### config.mk
export PLATFORM = sky130hd
export DESIGN_NAME = pom_pixel_output_mode_control
export DESIGN_NICKNAME = d
export VERILOG_FILES = /design/src/pom_pkg.sv /design/src/pom_pixel_output_mode_control.sv
export SDC_FILE = /design/constraint.sdc
export NUM_CORES = 1
export LEC_CHECK = 0
export BUFFER_PORTS_ARGS = -buffer_cell sky130_fd_sc_hd__buf_2
export CAP_MARGIN = 20
export CORE_ASPECT_RATIO = 1.1
export CORE_MARGIN = 10
export CORE_UTILIZATION = 40
export CTS_BUF_LIST = sky130_fd_sc_hd__clkbuf_8
export DETAILED_ROUTE_END_ITERATION = 16
export MAX_ROUTING_LAYER = met4
export PLACE_DENSITY_LB_ADDON = 0.15
export SLEW_MARGIN = 10
export SYNTH_ARGS = -nofsm -noshare
export SYNTH_HDL_FRONTEND = slang
export SYNTH_SLANG_ARGS = --single-unit
### constraint.sdc
create_clock -name clk -period 4.85 [get_ports clk]
set_input_delay 0.2425 -clock clk [delete_from_list [all_inputs] [get_ports clk]]
set_output_delay 0.2425 -clock clk [all_outputs]
set_load 0.03 [all_outputs]
### src/pom_pkg.sv
// Shared constants and types of the pixel output mode control block
package pom_pkg;
   // ==========================================================
   // Register map
   localparam logic [7:0] STATUS_ADDR    = 8'h14;
   localparam logic [7:0] MODE_ADDR      = 8'h15;
   localparam logic [7:0] MODE_RESET     = 8'hc6;
   // ==========================================================
   // Status fields
   localparam int         ST_VSYNC_LOW   = 2;
   localparam int         ST_SOG_ACTIVE  = 1;
   localparam int         ST_COAST_POS   = 0;
   localparam int         DET_W          = 3;
   // ==========================================================
   // Mode control fields
   localparam int         MD_SPLIT       = 7;
   localparam int         MD_SIMUL       = 6;
   localparam int         MD_SWAP        = 5;
   localparam int         MD_PACK422     = 4;
   localparam int         MD_INSEL       = 3;
   localparam int         MD_BW_HI       = 2;
   localparam int         MD_BW_LO       = 1;
   localparam int         MD_EXTCLK      = 0;
   // ==========================================================
   // Pixel layout: red [23:16], green [15:8], blue [7:0]
   localparam int         CH_W           = 8;
   localparam int         PIX_W          = 24;
   localparam int         PHASE_W        = 5;
   localparam logic [1:0] FIFO_DEPTH     = 2'h2;
   localparam logic [2:0] OE_ALL         = 3'h7;
   localparam logic [2:0] OE_NO_BLUE     = 3'h6;
   localparam logic [2:0] OE_NONE        = 3'h0;
   // Output arrangement chosen by the split and presentation bits
   typedef enum logic [1:0] {
      POM_SINGLE = 2'b00,
      POM_INTER  = 2'b01,
      POM_SIMUL  = 2'b10
   } pom_arr_t;
endpackage

### src/pom_pixel_output_mode_control.sv
// Mode control register, sync status and dual-port pixel output stage
// What this block does
// - Status bit 2 reads 0 for active-high vertical sync, 1 for active-low.
// - Green-embedded sync flag reads 1 while activity is seen, else 0.
// - That activity flag sits in bit 1 of the sync status register.
// - Status bit 0 reads 0 for negative coast polarity, 1 for positive.
// - Split bit, default 1, alternates pixels over two ports; 0 uses port A.
// - With split at 0 all port B outputs are released to high impedance.
// - Presentation bit 0 interleaves ports; 1, default, presents both every second edge.
// - Presentation bit is ignored while single-port output is selected.
// - Swap at 0 sends first and odd samples after line start to A, even to B.
// - Swap at 1 reverses ports, first sample after line start goes to B.
// - Swap bit is ignored in single-port mode; all data leaves through A.
// - Packing bit 0 gives 4:4:4, 1 gives 4:2:2 on 16 active lines.
// - In 4:2:2 green is luma, red alternates chroma, blue is high impedance.
// - Input select bit routes analog channel 0 when 0, channel 1 when 1.
// - Two-bit bandwidth code 00/01/10/11 means 75/150/300/500 MHz, default 11.
// - Clock source 0 uses internal PLL; 1 uses external pin, divide ratio ignored.
// - Clock phase adjustment still reaches the sampling clock with external clock.
`timescale 1ns/1ps
module pom_pixel_output_mode_control (
   input  wire logic                         clk,
   input  wire logic                         rstn,
   input  wire logic [7:0]                   reg_addr,
   input  wire logic                         reg_wr,
   input  wire logic [7:0]                   reg_wdata,
   input  wire logic                         reg_rd,
   output logic      [7:0]                   reg_rdata,
   output logic                              reg_rvalid,
   input  wire logic                         vsync_active_low_det,
   input  wire logic                         green_embedded_sync_det,
   input  wire logic                         coast_positive_det,
   input  wire logic [pom_pkg::PHASE_W-1:0]  phase_adjust,
   input  wire logic                         pix_valid,
   output logic                              pix_ready,
   input  wire logic [pom_pkg::PIX_W-1:0]    pix_data,
   input  wire logic                         pix_line_start,
   input  wire logic                         out_ready,
   output logic                              output_data_clock,
   output logic      [pom_pkg::PIX_W-1:0]    port_a_data,
   output logic      [2:0]                   port_a_oe,
   output logic      [pom_pkg::PIX_W-1:0]    port_b_data,
   output logic      [2:0]                   port_b_oe,
   output logic                              input_channel_sel,
   output logic      [1:0]                   bandwidth_code,
   output logic                              external_pixel_clock_sel,
   output logic                              pll_divide_ratio_ignore,
   output logic      [pom_pkg::PHASE_W-1:0]  sampling_phase
);
   // ==========================================================
   // State
   typedef struct packed {
      logic [pom_pkg::DET_W-1:0]           det_s1;
      logic [pom_pkg::DET_W-1:0]           det_s2;
      logic [7:0]                          mode;
      logic [7:0]                          rdata;
      logic                                rvalid;
      logic [1:0][pom_pkg::PIX_W:0]        mem;
      logic                                wr_ptr;
      logic                                rd_ptr;
      logic [1:0]                          cnt;
      logic                                in_rdy;
      logic                                next_odd;
      logic [pom_pkg::PIX_W-1:0]           pend;
      logic                                dck;
      logic [pom_pkg::PIX_W-1:0]           a_data;
      logic [2:0]                          a_oe;
      logic [pom_pkg::PIX_W-1:0]           b_data;
      logic [2:0]                          b_oe;
      logic [pom_pkg::PHASE_W-1:0]         phase;
   } pom_state_t;

   pom_state_t s_ff;
   pom_state_t nxt_s;

   // Port that a sample lands on: odd samples to A unless swapped
   function automatic logic to_port_a(input logic odd, input logic swap);
      to_port_a = odd ^ swap;
   endfunction

   // 4:2:2 repack: red carries V on odd samples, U (from blue) on even
   function automatic logic [pom_pkg::PIX_W-1:0] pack(input logic [pom_pkg::PIX_W-1:0] px,
                                                      input logic pk, input logic odd);
      pack = px;
      if (pk) begin
         pack[pom_pkg::PIX_W-1 -: pom_pkg::CH_W] = odd ? px[pom_pkg::PIX_W-1 -: pom_pkg::CH_W]
                                                       : px[pom_pkg::CH_W-1:0];
         pack[pom_pkg::CH_W-1:0] = '0;
      end
   endfunction

   pom_pkg::pom_arr_t         arr;
   logic                      push;
   logic                      pop;
   logic                      cur_odd;
   logic [pom_pkg::PIX_W-1:0] cur_px;
   logic [2:0]                oe_val;
   logic [pom_pkg::PIX_W:0]   head;

   // ==========================================================
   // Next-state logic
   always_comb begin
      nxt_s   = s_ff;
      // Presentation bit only matters when the ports are split
      if (!s_ff.mode[pom_pkg::MD_SPLIT])
         arr = pom_pkg::POM_SINGLE;
      else if (s_ff.mode[pom_pkg::MD_SIMUL])
         arr = pom_pkg::POM_SIMUL;
      else
         arr = pom_pkg::POM_INTER;
      head    = s_ff.mem[s_ff.rd_ptr];
      push    = pix_valid && s_ff.in_rdy;
      pop     = (s_ff.cnt != 2'h0) && out_ready;
      // Line start restarts the odd/even count at the first sample
      cur_odd = head[pom_pkg::PIX_W] || s_ff.next_odd;
      cur_px  = pack(head[pom_pkg::PIX_W-1:0], s_ff.mode[pom_pkg::MD_PACK422], cur_odd);
      // Blue lines drop out in 4:2:2, so 16 lines stay active
      oe_val  = s_ff.mode[pom_pkg::MD_PACK422] ? pom_pkg::OE_NO_BLUE : pom_pkg::OE_ALL;

      // Detector levels come from the analog side, so two stages first
      nxt_s.det_s1 = {vsync_active_low_det, green_embedded_sync_det, coast_positive_det};
      nxt_s.det_s2 = s_ff.det_s1;

      // Only the mode register takes writes; status writes fall away
      if (reg_wr && reg_addr == pom_pkg::MODE_ADDR)
         nxt_s.mode = reg_wdata;
      nxt_s.rvalid = reg_rd;
      if (reg_rd) begin
         if (reg_addr == pom_pkg::STATUS_ADDR)
            nxt_s.rdata = {5'h00, s_ff.det_s2};
         else if (reg_addr == pom_pkg::MODE_ADDR)
            nxt_s.rdata = s_ff.mode;
         else
            nxt_s.rdata = 8'h00;
      end

      // Two-entry buffer: ready is registered, so full stalls the source
      if (push) begin
         nxt_s.mem[s_ff.wr_ptr] = {pix_line_start, pix_data};
         nxt_s.wr_ptr           = ~s_ff.wr_ptr;
      end
      if (pop)
         nxt_s.rd_ptr = ~s_ff.rd_ptr;
      nxt_s.cnt    = s_ff.cnt + {1'b0, push} - {1'b0, pop};
      nxt_s.in_rdy = (nxt_s.cnt != pom_pkg::FIFO_DEPTH);

      // Port drivers follow the mode; port B floats in single mode
      nxt_s.a_oe = oe_val;
      nxt_s.b_oe = s_ff.mode[pom_pkg::MD_SPLIT] ? oe_val : pom_pkg::OE_NONE;

      // Output stage; the data clock strobe marks each update
      nxt_s.dck = 1'b0;
      if (pop) begin
         nxt_s.next_odd = ~cur_odd;
         case (arr)
            pom_pkg::POM_SINGLE: begin
               // Swap is not looked at here
               nxt_s.a_data = cur_px;
               nxt_s.dck    = 1'b1;
            end
            pom_pkg::POM_INTER: begin
               if (to_port_a(cur_odd, s_ff.mode[pom_pkg::MD_SWAP]))
                  nxt_s.a_data = cur_px;
               else
                  nxt_s.b_data = cur_px;
               nxt_s.dck = 1'b1;
            end
            pom_pkg::POM_SIMUL: begin
               // Hold the first of a pair, present both with the second
               if (cur_odd) begin
                  nxt_s.pend = cur_px;
               end else begin
                  if (s_ff.mode[pom_pkg::MD_SWAP]) begin
                     nxt_s.a_data = cur_px;
                     nxt_s.b_data = s_ff.pend;
                  end else begin
                     nxt_s.a_data = s_ff.pend;
                     nxt_s.b_data = cur_px;
                  end
                  nxt_s.dck = 1'b1;
               end
            end
            default: begin
               nxt_s.dck = 1'b0;
            end
         endcase
      end

      // Phase setting passes whichever clock source is chosen
      nxt_s.phase = phase_adjust;
   end

   // ==========================================================
   // State register
   always_ff @(posedge clk) begin
      if (!rstn) begin
         s_ff        <= '0;
         s_ff.mode   <= pom_pkg::MODE_RESET;
         s_ff.in_rdy <= 1'b1;
      end else begin
         s_ff <= nxt_s;
      end
   end

   // ==========================================================
   // Outputs, all straight from the state register
   assign reg_rdata                = s_ff.rdata;
   assign reg_rvalid               = s_ff.rvalid;
   assign pix_ready                = s_ff.in_rdy;
   assign output_data_clock        = s_ff.dck;
   assign port_a_data              = s_ff.a_data;
   assign port_a_oe                = s_ff.a_oe;
   assign port_b_data              = s_ff.b_data;
   assign port_b_oe                = s_ff.b_oe;
   assign input_channel_sel        = s_ff.mode[pom_pkg::MD_INSEL];
   assign bandwidth_code           = s_ff.mode[pom_pkg::MD_BW_HI:pom_pkg::MD_BW_LO];
   assign external_pixel_clock_sel = s_ff.mode[pom_pkg::MD_EXTCLK];
   assign pll_divide_ratio_ignore  = s_ff.mode[pom_pkg::MD_EXTCLK];
   assign sampling_phase           = s_ff.phase;

   // ==========================================================
   // Checks
   vsync_pol_read_a : assert property (@(posedge clk) disable iff (!rstn)
      reg_rd && reg_addr == pom_pkg::STATUS_ADDR && $past(rstn) && $past(rstn, 2) |=>
      reg_rdata[pom_pkg::ST_VSYNC_LOW] == $past(vsync_active_low_det, 3))
      else $error("vsync polarity bit wrong");

   sog_flag_read_a : assert property (@(posedge clk) disable iff (!rstn)
      reg_rd && reg_addr == pom_pkg::STATUS_ADDR && $past(rstn) && $past(rstn, 2) |=>
      reg_rdata[pom_pkg::ST_SOG_ACTIVE] == $past(green_embedded_sync_det, 3))
      else $error("sync activity flag wrong");

   coast_pol_read_a : assert property (@(posedge clk) disable iff (!rstn)
      reg_rd && reg_addr == pom_pkg::STATUS_ADDR && $past(rstn) && $past(rstn, 2) |=>
      reg_rdata[pom_pkg::ST_COAST_POS] == $past(coast_positive_det, 3))
      else $error("coast polarity bit wrong");

   status_read_only_a : assert property (@(posedge clk) disable iff (!rstn)
      reg_wr && reg_addr == pom_pkg::STATUS_ADDR && !(reg_wr && reg_addr == pom_pkg::MODE_ADDR)
      |=> s_ff.mode == $past(s_ff.mode))
      else $error("status write changed mode");

   port_b_float_a : assert property (@(posedge clk) disable iff (!rstn)
      !s_ff.mode[pom_pkg::MD_SPLIT] ##1 !s_ff.mode[pom_pkg::MD_SPLIT] |-> port_b_oe == pom_pkg::OE_NONE)
      else $error("port B driven in single mode");

   single_to_a_a : assert property (@(posedge clk) disable iff (!rstn)
      pop && arr == pom_pkg::POM_SINGLE && !s_ff.mode[pom_pkg::MD_PACK422] |=>
      output_data_clock && port_a_data == $past(head[pom_pkg::PIX_W-1:0]))
      else $error("single-port pixel not on port A");

   first_swap_b_a : assert property (@(posedge clk) disable iff (!rstn)
      pop && arr == pom_pkg::POM_INTER && head[pom_pkg::PIX_W] && s_ff.mode[pom_pkg::MD_SWAP]
      && !s_ff.mode[pom_pkg::MD_PACK422] |=>
      output_data_clock && port_b_data == $past(head[pom_pkg::PIX_W-1:0]))
      else $error("swapped first sample not on port B");

   first_plain_a_a : assert property (@(posedge clk) disable iff (!rstn)
      pop && arr == pom_pkg::POM_INTER && head[pom_pkg::PIX_W] && !s_ff.mode[pom_pkg::MD_SWAP]
      && !s_ff.mode[pom_pkg::MD_PACK422] |=>
      output_data_clock && port_a_data == $past(head[pom_pkg::PIX_W-1:0]))
      else $error("first sample not on port A");

   simul_every_other_a : assert property (@(posedge clk) disable iff (!rstn)
      output_data_clock && arr == pom_pkg::POM_SIMUL && $past(arr) == pom_pkg::POM_SIMUL
      |=> !output_data_clock)
      else $error("simultaneous mode strobed twice in a row");

   blue_float_a : assert property (@(posedge clk) disable iff (!rstn)
      s_ff.mode[pom_pkg::MD_PACK422] ##1 s_ff.mode[pom_pkg::MD_PACK422] |->
      !port_a_oe[0] && !port_b_oe[0] && port_a_oe[2:1] == 2'h3)
      else $error("blue lines driven in 4:2:2");

endmodule // pom_pixel_output_mode_control

======== Word level (Yosys, flattened, before mapping) ========
Cells that the tools add are included.
storage, ports and cells
  register bits after elaboration ......... 163
  latch bits .............................. 0
  RAM bits ................................ 0
  memory bits (read-only) ................. 0
  bits of input ports ..................... 55
  output and inout port bits .............. 75
  word-level logic and storage cells ...... 73
  memories kept ........................... 0
cells by class
  $add $sub $neg .......................... 2
  $mul .................................... 0
  div/mod/pow operators ................... 0
  order comparisons ....................... 3
  eq/ne operators ......................... 8
  shift-type cells ........................ 0
  muxes and demuxes ....................... 22
  bitwise operators ....................... 4
  reduce and logical (&&, ||, !) cells .... 15
operator list
  cell                                                                   number
  24-bit two-way mux                                                     5
  25-bit two-way mux                                                     4
  24-bit case mux with 3 select lines                                    1
  50-bit bitwise mux                                                     1
  24-bit case mux with 2 select lines                                    1
  8-bit two-way mux                                                      5
  25-bit demux with 1-bit select                                         1
  8-bit by 5-bit equality test with 1-bit output, second input constant  2
  2-bit != test, second input constant                                   4
  4-bit AND reduction                                                    2
  1-bit logical AND                                                      4
  1-bit by 2-bit < comparator with 1-bit output, second input constant   2
  2-bit two-way mux                                                      2
  2-bit AND reduction                                                    2
  2-bit nonzero test                                                     2
  1-bit inverter                                                         3
  3-bit AND reduction                                                    1
  3-bit nonzero test                                                     1
  2-bit by 1-bit adder with 2-bit output                                 1
  2-bit by 1-bit equality test with 1-bit output, second input constant  1
  2-bit equality test, second input constant                             1
  2-bit logical NOT                                                      1
  1-bit case mux with 2 select lines                                     1
  2-bit OR reduction                                                     1
  5 further kinds                                                        5

======== Logic depth before layout (Yosys ltp) ========
Gate-level depths: netlist of run 1.
  depth in word-level cells ............... 8
  mapped depth ............................ 8
  mapped depth without buffers ............ 7

======== Worst setup path after synthesis of run 1 ========
No wires, ideal clock.
  path kind ............................... flip-flop to flip-flop
  from .................................... register s_ff[87] in the netlist's numbering
  to ...................................... register s_ff, in the netlist pix_ready
  setup time .............................. 0.117 ns
  data arrival time ....................... 1.638 ns
  data required time ...................... 4.733 ns
  path slack .............................. 3.095 ns
  stages on the path, launching flop included .. 9
  path buffers ............................ 1
  clock period less this slack ............ 1.755 ns
  cell sequence ........................... dfxtp_1 > o21a_1 > clkbuf_1 > xnor2_1 > ha_1 > xor2_1 > a21oi_1 > and3b_1 > nand2b_1
on the way
  longest elaborated chain between the ends .. 4
  elaborated cells between the ends (all ways) .. 5
  classes of those cells .................. 2 x add/sub; 1 x eq/ne; 2 x reduce/logical
RTL lines
  what                                                                                            line                                  source
  from (decl)                                                                                     pom_pixel_output_mode_control.sv:73   pom_state_t s_ff;
  from (signal assigned)                                                                          pom_pixel_output_mode_control.sv:201  s_ff <= nxt_s;
  parallel branches: the longest is 2 deep, another holds 2-bit by 1-bit adder with 2-bit output  n/a
  2-bit by 1-bit subtractor with 2-bit output *                                                   pom_pixel_output_mode_control.sv:144  nxt_s.cnt = s_ff.cnt + {1'b0, push} - {1'b0, pop};
  2-bit != test *                                                                                 pom_pixel_output_mode_control.sv:145  nxt_s.in_rdy = (nxt_s.cnt != pom_pkg::FIFO_DEPTH);
Every way passes the cells marked *.
A chain may end at the register's enable or synchronous reset.

======== Worst setup path in the final report of run 1 ========
  from .................................... register s_ff[155] in the netlist's numbering
  to ...................................... register s_ff[78] in the netlist's numbering
on the way
  longest elaborated chain between the ends .. 4
RTL lines
  what                           line                                  source
  2-bit two-way mux              pom_pixel_output_mode_control.sv:107  else if (s_ff.mode[pom_pkg::MD_SIMUL])
  2-bit two-way mux              pom_pixel_output_mode_control.sv:105  if (!s_ff.mode[pom_pkg::MD_SPLIT])
  2-bit equality test            pom_pixel_output_mode_control.sv:155  case (arr)
  3-bit AND reduction (no line)  n/a
No other way between the ends.

==> results of run 1 <==
## through the flow
step,hold WS (ps),std cells
finish,36.21,1204
floorplan,270.2,909
detailed placement,418.7,1160
global placement,413.8,1159
CTS,6.587,1204
global route,11.40,1204
## layer usage
metal | vias to the layer above | wire [um] | share of wire | track usage
met5 | - | 0 | 0 | -
met4 | 0 | 210 | 0.011 | 0.04274
met3 | 18 | 936 | 0.049 | 0.03911
met2 | 131 | 7889 | 0.42 | 0.2106
met1 | 2650 | 9882 | 0.52 | 0.2135
li1 | 3043 | - | - | -
## layout by cell type, fill, tap and decap left out, types with 10 or more instances in the layout
cell type / netlist / routed
o21ai_0: 35 / 35
nor2_1: 19 / 19
dlygate4sd3_1: 0 / 12
and2_1: 20 / 20
a21oi_1: 41 / 41
o21ai_1: 15 / 15
a21boi_0: 55 / 55
o211a_1: 24 / 24
nand3_1: 28 / 28
nor2b_1: 24 / 24
clkbuf_8: 0 / 17
nand2_1: 184 / 184
buf_4: 77 / 10
dfxtp_1: 161 / 161
mux2i_1: 43 / 43
inv_1: 44 / 44
a31oi_1: 15 / 15
buf_2: 12 / 128
## power by group
| part | switching (uW) | leakage [uW] | total, uW | internal (uW) |
|---|---|---|---|---|
| clock network | 539 | 0.000200 | 1050 | 515 |
| logic | 769 | 0.00193 | 1170 | 403 |
| registers | 116 | 0.00131 | 1630 | 1510 |
| total | 1420 | 0.00344 | 3860 | 2430 |
## cell type report
cell class	count	area (um^2)	area share
multi-input cells	569	3497	0.4133
flip-flops and latches	161	3223	0.3809
repair buffers	151	850.8	0.1005
well taps	247	309.0	0.03652
clock buffers	17	234.0	0.02765
clock inverters	15	182.7	0.02159
inverters	44	165.2	0.01952
## worst reg2reg max path: stages (launching register included)
cell and delay (ps):
dfxtp_1 680, nand2_1 380, nor3_4 790, nand2_1 360, o21ai_0 260
## flip-flops by register name, summed over array words and instances, names as in the netlist
signal / flops
bandwidth_code: 2
external_pixel_clock_sel: 1
input_channel_sel: 1
nxt_s: 3
output_data_clock: 1
pix_ready: 1
port_a_data: 24
port_a_oe: 2
port_b_data: 24
port_b_oe: 2
reg_rdata: 8
reg_rvalid: 1
s_ff: 86
sampling_phase: 5
## what timing repair did
item / CTS / global route
hold buffers: 12 / 0
hold endpoints to repair: 12 / 0
gates resized for setup: 0 / 0
setup endpoints to repair: 0 / 0
## cells by family (layout without fill, tap and decap cells)
kind of cell,after synthesis,count (layout)
adders and majority gates,1,1
muxes,53,53
DFF,161,161
xor gates and xnor gates,3,3
and+or+nand+nor,306,306
AOI/OAI and AO/OA,206,206
buffers and inverters,179,227
## final timing paths
path / startpoint / end / slack (ps) / cells after the start
worst max register to register: s_ff[155]$_SDFFE_PN1P_ / s_ff[78]$_SDFFE_PN0P_ / 2300 / 4
worst max-delay path: s_ff[155]$_SDFFE_PN1P_ / s_ff[78]$_SDFFE_PN0P_ / 2300 / 4
worst min register to register: nxt_s[158]$_SDFF_PN0_ / s_ff[158]$_SDFF_PN0_ / 440 / 1
worst min-delay path: pix_data[22] / s_ff[137]$_SDFFE_PN0P_ / 40 / 3
==> summary.md, run 1 <==
| Metric | Value |
|---|---|
| Die area | `between 0.02 and 0.03 mm^2` |
| Maximum VDD drop | `0.2820 mV` |
| PortBufs | `between 100 and 150` |
| Max_cap viols | `0` |
| Net count after synthesis | `a little under 1000` |
| Main synth FF type | `dfxtp_1` |
| Pre-CTS setup slack | `between 2000 and 2500 ps` |
| GRT Overall Usage | `0.1522` |
| Total wire length | `approximately 19 mm` |
| Core Rows | `53` |
| Post-synthesis average cell area | `8.491 um^2` |
| Most common cell in the netlist | `nand2_1` |
| Post-Layout Inst Area | `approximately 0.0085 mm^2` |
| Compound-gate portion of the synthesized area | `0.1783` |
| WL/cell | `approximately 16 um` |
| Cell mode on critical path | `nand2_1` |
| First-pass GRT wire length | `between 30 and 40 mm` |
| DP Wirelength | `roughly 13 mm` |
| Synth cell count leaders | `nand2_1 (184), dfxtp_1 (161), buf_4 (77)` |
| Cell taking the most area after synthesis | `dfxtp_1` |
| Critical Path RT | `between 5000 and 6000 ps` |
| Post-Synth Simple-Gate Area | `0.1814` |
| Die W | `roughly 150 um` |
| Initial antenna violation count | `0` |
| Crit end category | `register` |
| CP Data Arrival Time | `between 2000 and 3000 ps` |
| Final Net Count | `1000` |
| First-pass iteration count of the detailed router | `5` |
| Final ANT Viol Nets | `0` |
| Die height | `~170 um` |
| Critical-path top delay cell | `nor3_4` |
| Worst-Skew Late Latency | `about 460 ps` |
| Max transition margin | `0.3127` |
| Synth Instances | `~910` |
| Adder-Cell Fraction of Synth Area | `0.001621` |
| Number of max-slew violations in the final report | `0` |
| Layout cells sized above 1 | `0.1902` |
| Crit Path Class | `reg -> reg` |
| Setup TNS | `0 ps` |
| CTS Buffer Depth | `2` |
| Total CTS buffers | `17` |
| Fin crit share | `0.5252` |
| RSZ-0062 raised after global routing | `false` |
| Placed Area | `0.007925 mm^2` |
| Starting DRT DRC Count | `329` |
| CP Launch Type | `register` |
| Routed vias/inst | `between 4 and 5` |
| Final core occ | `0.4446` |
| Crit-path max FO | `25` |
| Mux cell area share after synthesis | `0.08834` |
| Tot Pwr | `about 3900 uW` |
| Hold WC Path Type | `in -> reg` |
| CTS tree | `done` |
| Core ar. | `approximately 0.019 mm^2` |
| Asr flop ratio synth | `0` |
| Top cell type's share of synthesized area | `0.4176` |
| Layout area overhead | `9.629%` |
| Fillers | `just under 2000` |
| Final Hold Fails | `0` |
| Cell family with most CP delay | `simple AND/OR/NAND/NOR gates` |
| Final min period | `between 2000 and 3000 ps` |
| Largest net degree at the start of global routing | `slightly below 70` |
| Fmax | `around 390 MHz` |
| Root Buffer | `clkbuf_8` |
| Reg clk slew, reported paths | `90 ps` |
| Run status | `complete, no violations` |
| Pwr/cell area | `455.9 mW/mm^2` |
| Worst path max stage delay | `around 790 ps` |
| Yosys warns | `0` |
| Final setup viols | `0` |
| Initial core utilization | `0.4056` |
| DR vias | `about 5800` |
| Pin slew with the least headroom to its limit | `between 1000 and 1500 ps` |
| Clock skew | `a little under 8 ps` |
| Final worst setup slack | `2303 ps` |
| Netlist cell types | `46` |
| H-tree levels | `4` |
| Sink Count | `between 150 and 200` |
| Synth Area in XOR/XNOR | `0.003404` |
| RD Place Congestion | `roughly 0.76` |
| Post-synth EDFFs | `0` |
| Cell area after synthesis | `a little under 0.008 mm^2` |
| Vias in the first global route | `5684` |
| Grt ovf | `0` |
| Sequential cell area fraction in the yosys report | `0.4176` |
| Synth top area cells | `dfxtp_1 (42%), nand2_1 (8.9%), buf_4 (7.5%)` |
| Post-CTS Setup Inserts | `0` |
| Buf/Inv on CP | `0` |
| DRC viols | `0` |
| Total I/O pin count | `130` |
| Combinational family with the most area after synthesis | `simple AND/OR/NAND/NOR gates` |
| #FFs+latches synth | `161` |
| Leakage power | `0.003442 uW` |
| Critical Path, Cell by Cell | `nand2_1, nor3_4, nand2_1, o21ai_0` |
| Ant diodes | `0` |
(Power assumes the default switching activity.)
==> inputs of run 2 (changes only) <==
==> constraint.sdc (replaced) <==
create_clock -name clk -period 2.1 [get_ports clk]
set_input_delay 0.105 -clock clk [delete_from_list [all_inputs] [get_ports clk]]
set_output_delay 0.105 -clock clk [all_outputs]
set_load 0.03 [all_outputs]
==> run 2 against run 1 <==
Utilization increased by 2.3 points. Hold slack improved by 51 ps. Cell count grew 4.1%. Sequential cell count unchanged. Sequential power rose by 130%. Worst setup slack worse by 2100 ps. Clock skew is 7.5 ps higher. Critical endpoint is now port_b_data[17]$_SDFFE_PN0P_. Highest routed layer unchanged.
==> summary.md, run 2 (synthesis gave the netlist of run 1 again) <==
| Metric | Value |
|---|---|
| RSZ-0062 raised after global routing | `false` |
| Total wire length | `19.92 mm` |
| Critical Path RT | `between 2000 and 3000 ps` |
| Reg-to-Reg Start | `s_ff[88]$_SDFFE_PN0P_` |
| Starting DRT DRC Count | `~280` |
| Leakage power | `around 0.0037 uW` |
| Final setup viols | `0` |
| Top reg by flops | `s_ff` |
| Area used by multi-input combinational logic | `between 0.003 and 0.004 mm^2` |
| CTS tree | `done` |
| Critical Path, Cell by Cell | `mux2i_4, nand3b_2, mux4_1, o211ai_1, o211a_1` |
| DRC viols | `0` |
| WL/cell | `15.90 um` |
| First-pass iteration count of the detailed router | `5` |
| Total I/O pin count | `between 100 and 150` |
| Max transition margin | `0.6373` |
| Final ANT Viol Nets | `0` |
| Worst setup path start | `s_ff[88]$_SDFFE_PN0P_` |
| First-pass GRT wire length | `32.63 mm` |
| Hold_sp | `reg_wr` |
| CTS Buffer Depth | `2` |
| Hold slack | `a little under 90 ps` |
| Vias in the first global route | `~6000` |
| Routed vias/inst | `between 4 and 5` |
| Final core occ | `0.4680` |
| Crit end category | `register` |
| Worst-Skew Late Latency | `about 450 ps` |
| Commonest cells after routing, fill and taps aside | `nand2_1 (184), dfxtp_1 (161), buf_2 (128)` |
| Grt ovf | `0` |
| Root Buffer | `clkbuf_8` |
| Crit-path max FO | `8` |
| Resize count post-CTS | `0` |
| Fmax | `539.1 MHz` |
| Ant diodes | `0` |
| Total CTS buffers | `17` |
| Core ar. | `about 0.019 mm^2` |
| Final Hold Fails | `0` |
| Largest net degree at the start of global routing | `46` |
| Initial core utilization | `0.4056` |
| GRT Overall Usage | `0.1589` |
| Hold WC Path Type | `in -> reg` |
| DP Wirelength | `~14 mm` |
| Setup TNS | `0 ps` |
| Run status | `complete, no violations` |
| Clock skew | `roughly 15 ps` |
| Initial antenna violation count | `0` |
| Hold buffers post-CTS | `42` |
| Layout cells sized above 1 | `0.1978` |
| Number of max-slew violations in the final report | `0` |
| Buf/Inv on CP | `0` |
| Max FFs per register | `86` |
| Pin slew with the least headroom to its limit | `536.4 ps` |
| H-tree levels | `4` |
| Layout area overhead | `15.38%` |
| Post-CTS Setup Inserts | `0` |
| Cell family with most CP delay | `multiplexers` |
| Pwr/cell area | `~1000 mW/mm^2` |
| Maximum VDD drop | `0.6016 mV` |
| Die W | `152.4 um` |
| Most common cell after layout, fill and taps aside | `nand2_1` |
| PortBufs | `between 100 and 150` |
| Final Net Count | `between 1000 and 1500` |
| CP Launch Type | `register` |
| RD Place Congestion | `between 0.7 and 0.8` |
| Core Rows | `between 50 and 60` |
| Critical-path top delay cell | `dfxtp_1` |
| Fillers | `1866` |
| CP Data Arrival Time | `between 2000 and 2500 ps` |
| Crit Path Class | `reg -> reg` |
| Max_cap viols | `0` |
| Final min period | `about 1900 ps` |
| Die height | `around 170 um` |
| DR vias | `between 6000 and 7000` |
| Register area | `between 0.003 and 0.004 mm^2` |
| Reg clk slew, reported paths | `90 ps` |
| Sink Count | `around 160` |
| Die area | `around 0.025 mm^2` |
| Worst path max stage delay | `~420 ps` |
| Fin crit share | `0.8833` |
run 2: area by class of cell:
type / instances / share of cell area
multi-input cells: 569 / 0.3927
flip-flops and latches: 161 / 0.3619
repair buffers: 201 / 0.1495
well taps: 247 / 0.03470
clock buffers: 19 / 0.02936
inverters: 44 / 0.01854
clock inverters: 12 / 0.01335
run 2: final timing paths:
check	end	slack [ps]	cells past startpoint
worst max-delay path	port_b_data[17]$_SDFFE_PN0P_	250	5
worst max register to register	port_b_data[17]$_SDFFE_PN0P_	250	5
worst min register to register	s_ff[159]$_SDFF_PN0_	440	1
worst min-delay path	bandwidth_code[1]$_SDFFE_PN1P_	90	5
run 2: stage by stage:
stage | std cells | worst slack [ps] | power (uW) | cell area (um^2)
after floorplan | 909 | 344.6 | 6190 | 7719
after global placement | 1180 | 269.1 | 6710 | 8105
after detailed placement | 1180 | 222.1 | 6735 | 8105
after CTS | 1253 | 216.8 | 9041 | 8906
after global routing | 1253 | 80.43 | 9445 | 8906
final | 1253 | 245.1 | 8914 | 8906
run 2: tightest hold or removal path: cells and delay by family:
| family | cells | cell delay [ps] |
|---|---|---|
| and+or+nand+nor | 3 | 190 |
| buffers and inverters | 1 | 90 |
| muxes | 1 | 120 |
run 2: power breakdown:
group	switching, uW	internal [uW]	total, uW
registers	293	3500	3790
clock network	1130	1100	2230
logic	1830	1070	2900
run 2: per-layer routing:
| metal | part of all wire | vias up | global-route usage | wire (um) |
|---|---|---|---|---|
| met2 | 0.43 | 148 | 0.2314 | 8621 |
| met5 | 0 | - | - | 0 |
| met4 | 0.0092 | 0 | 0.03610 | 183 |
| li1 | - | 3137 | - | - |
| met3 | 0.045 | 14 | 0.03419 | 898 |
| met1 | 0.51 | 2794 | 0.2205 | 10210 |
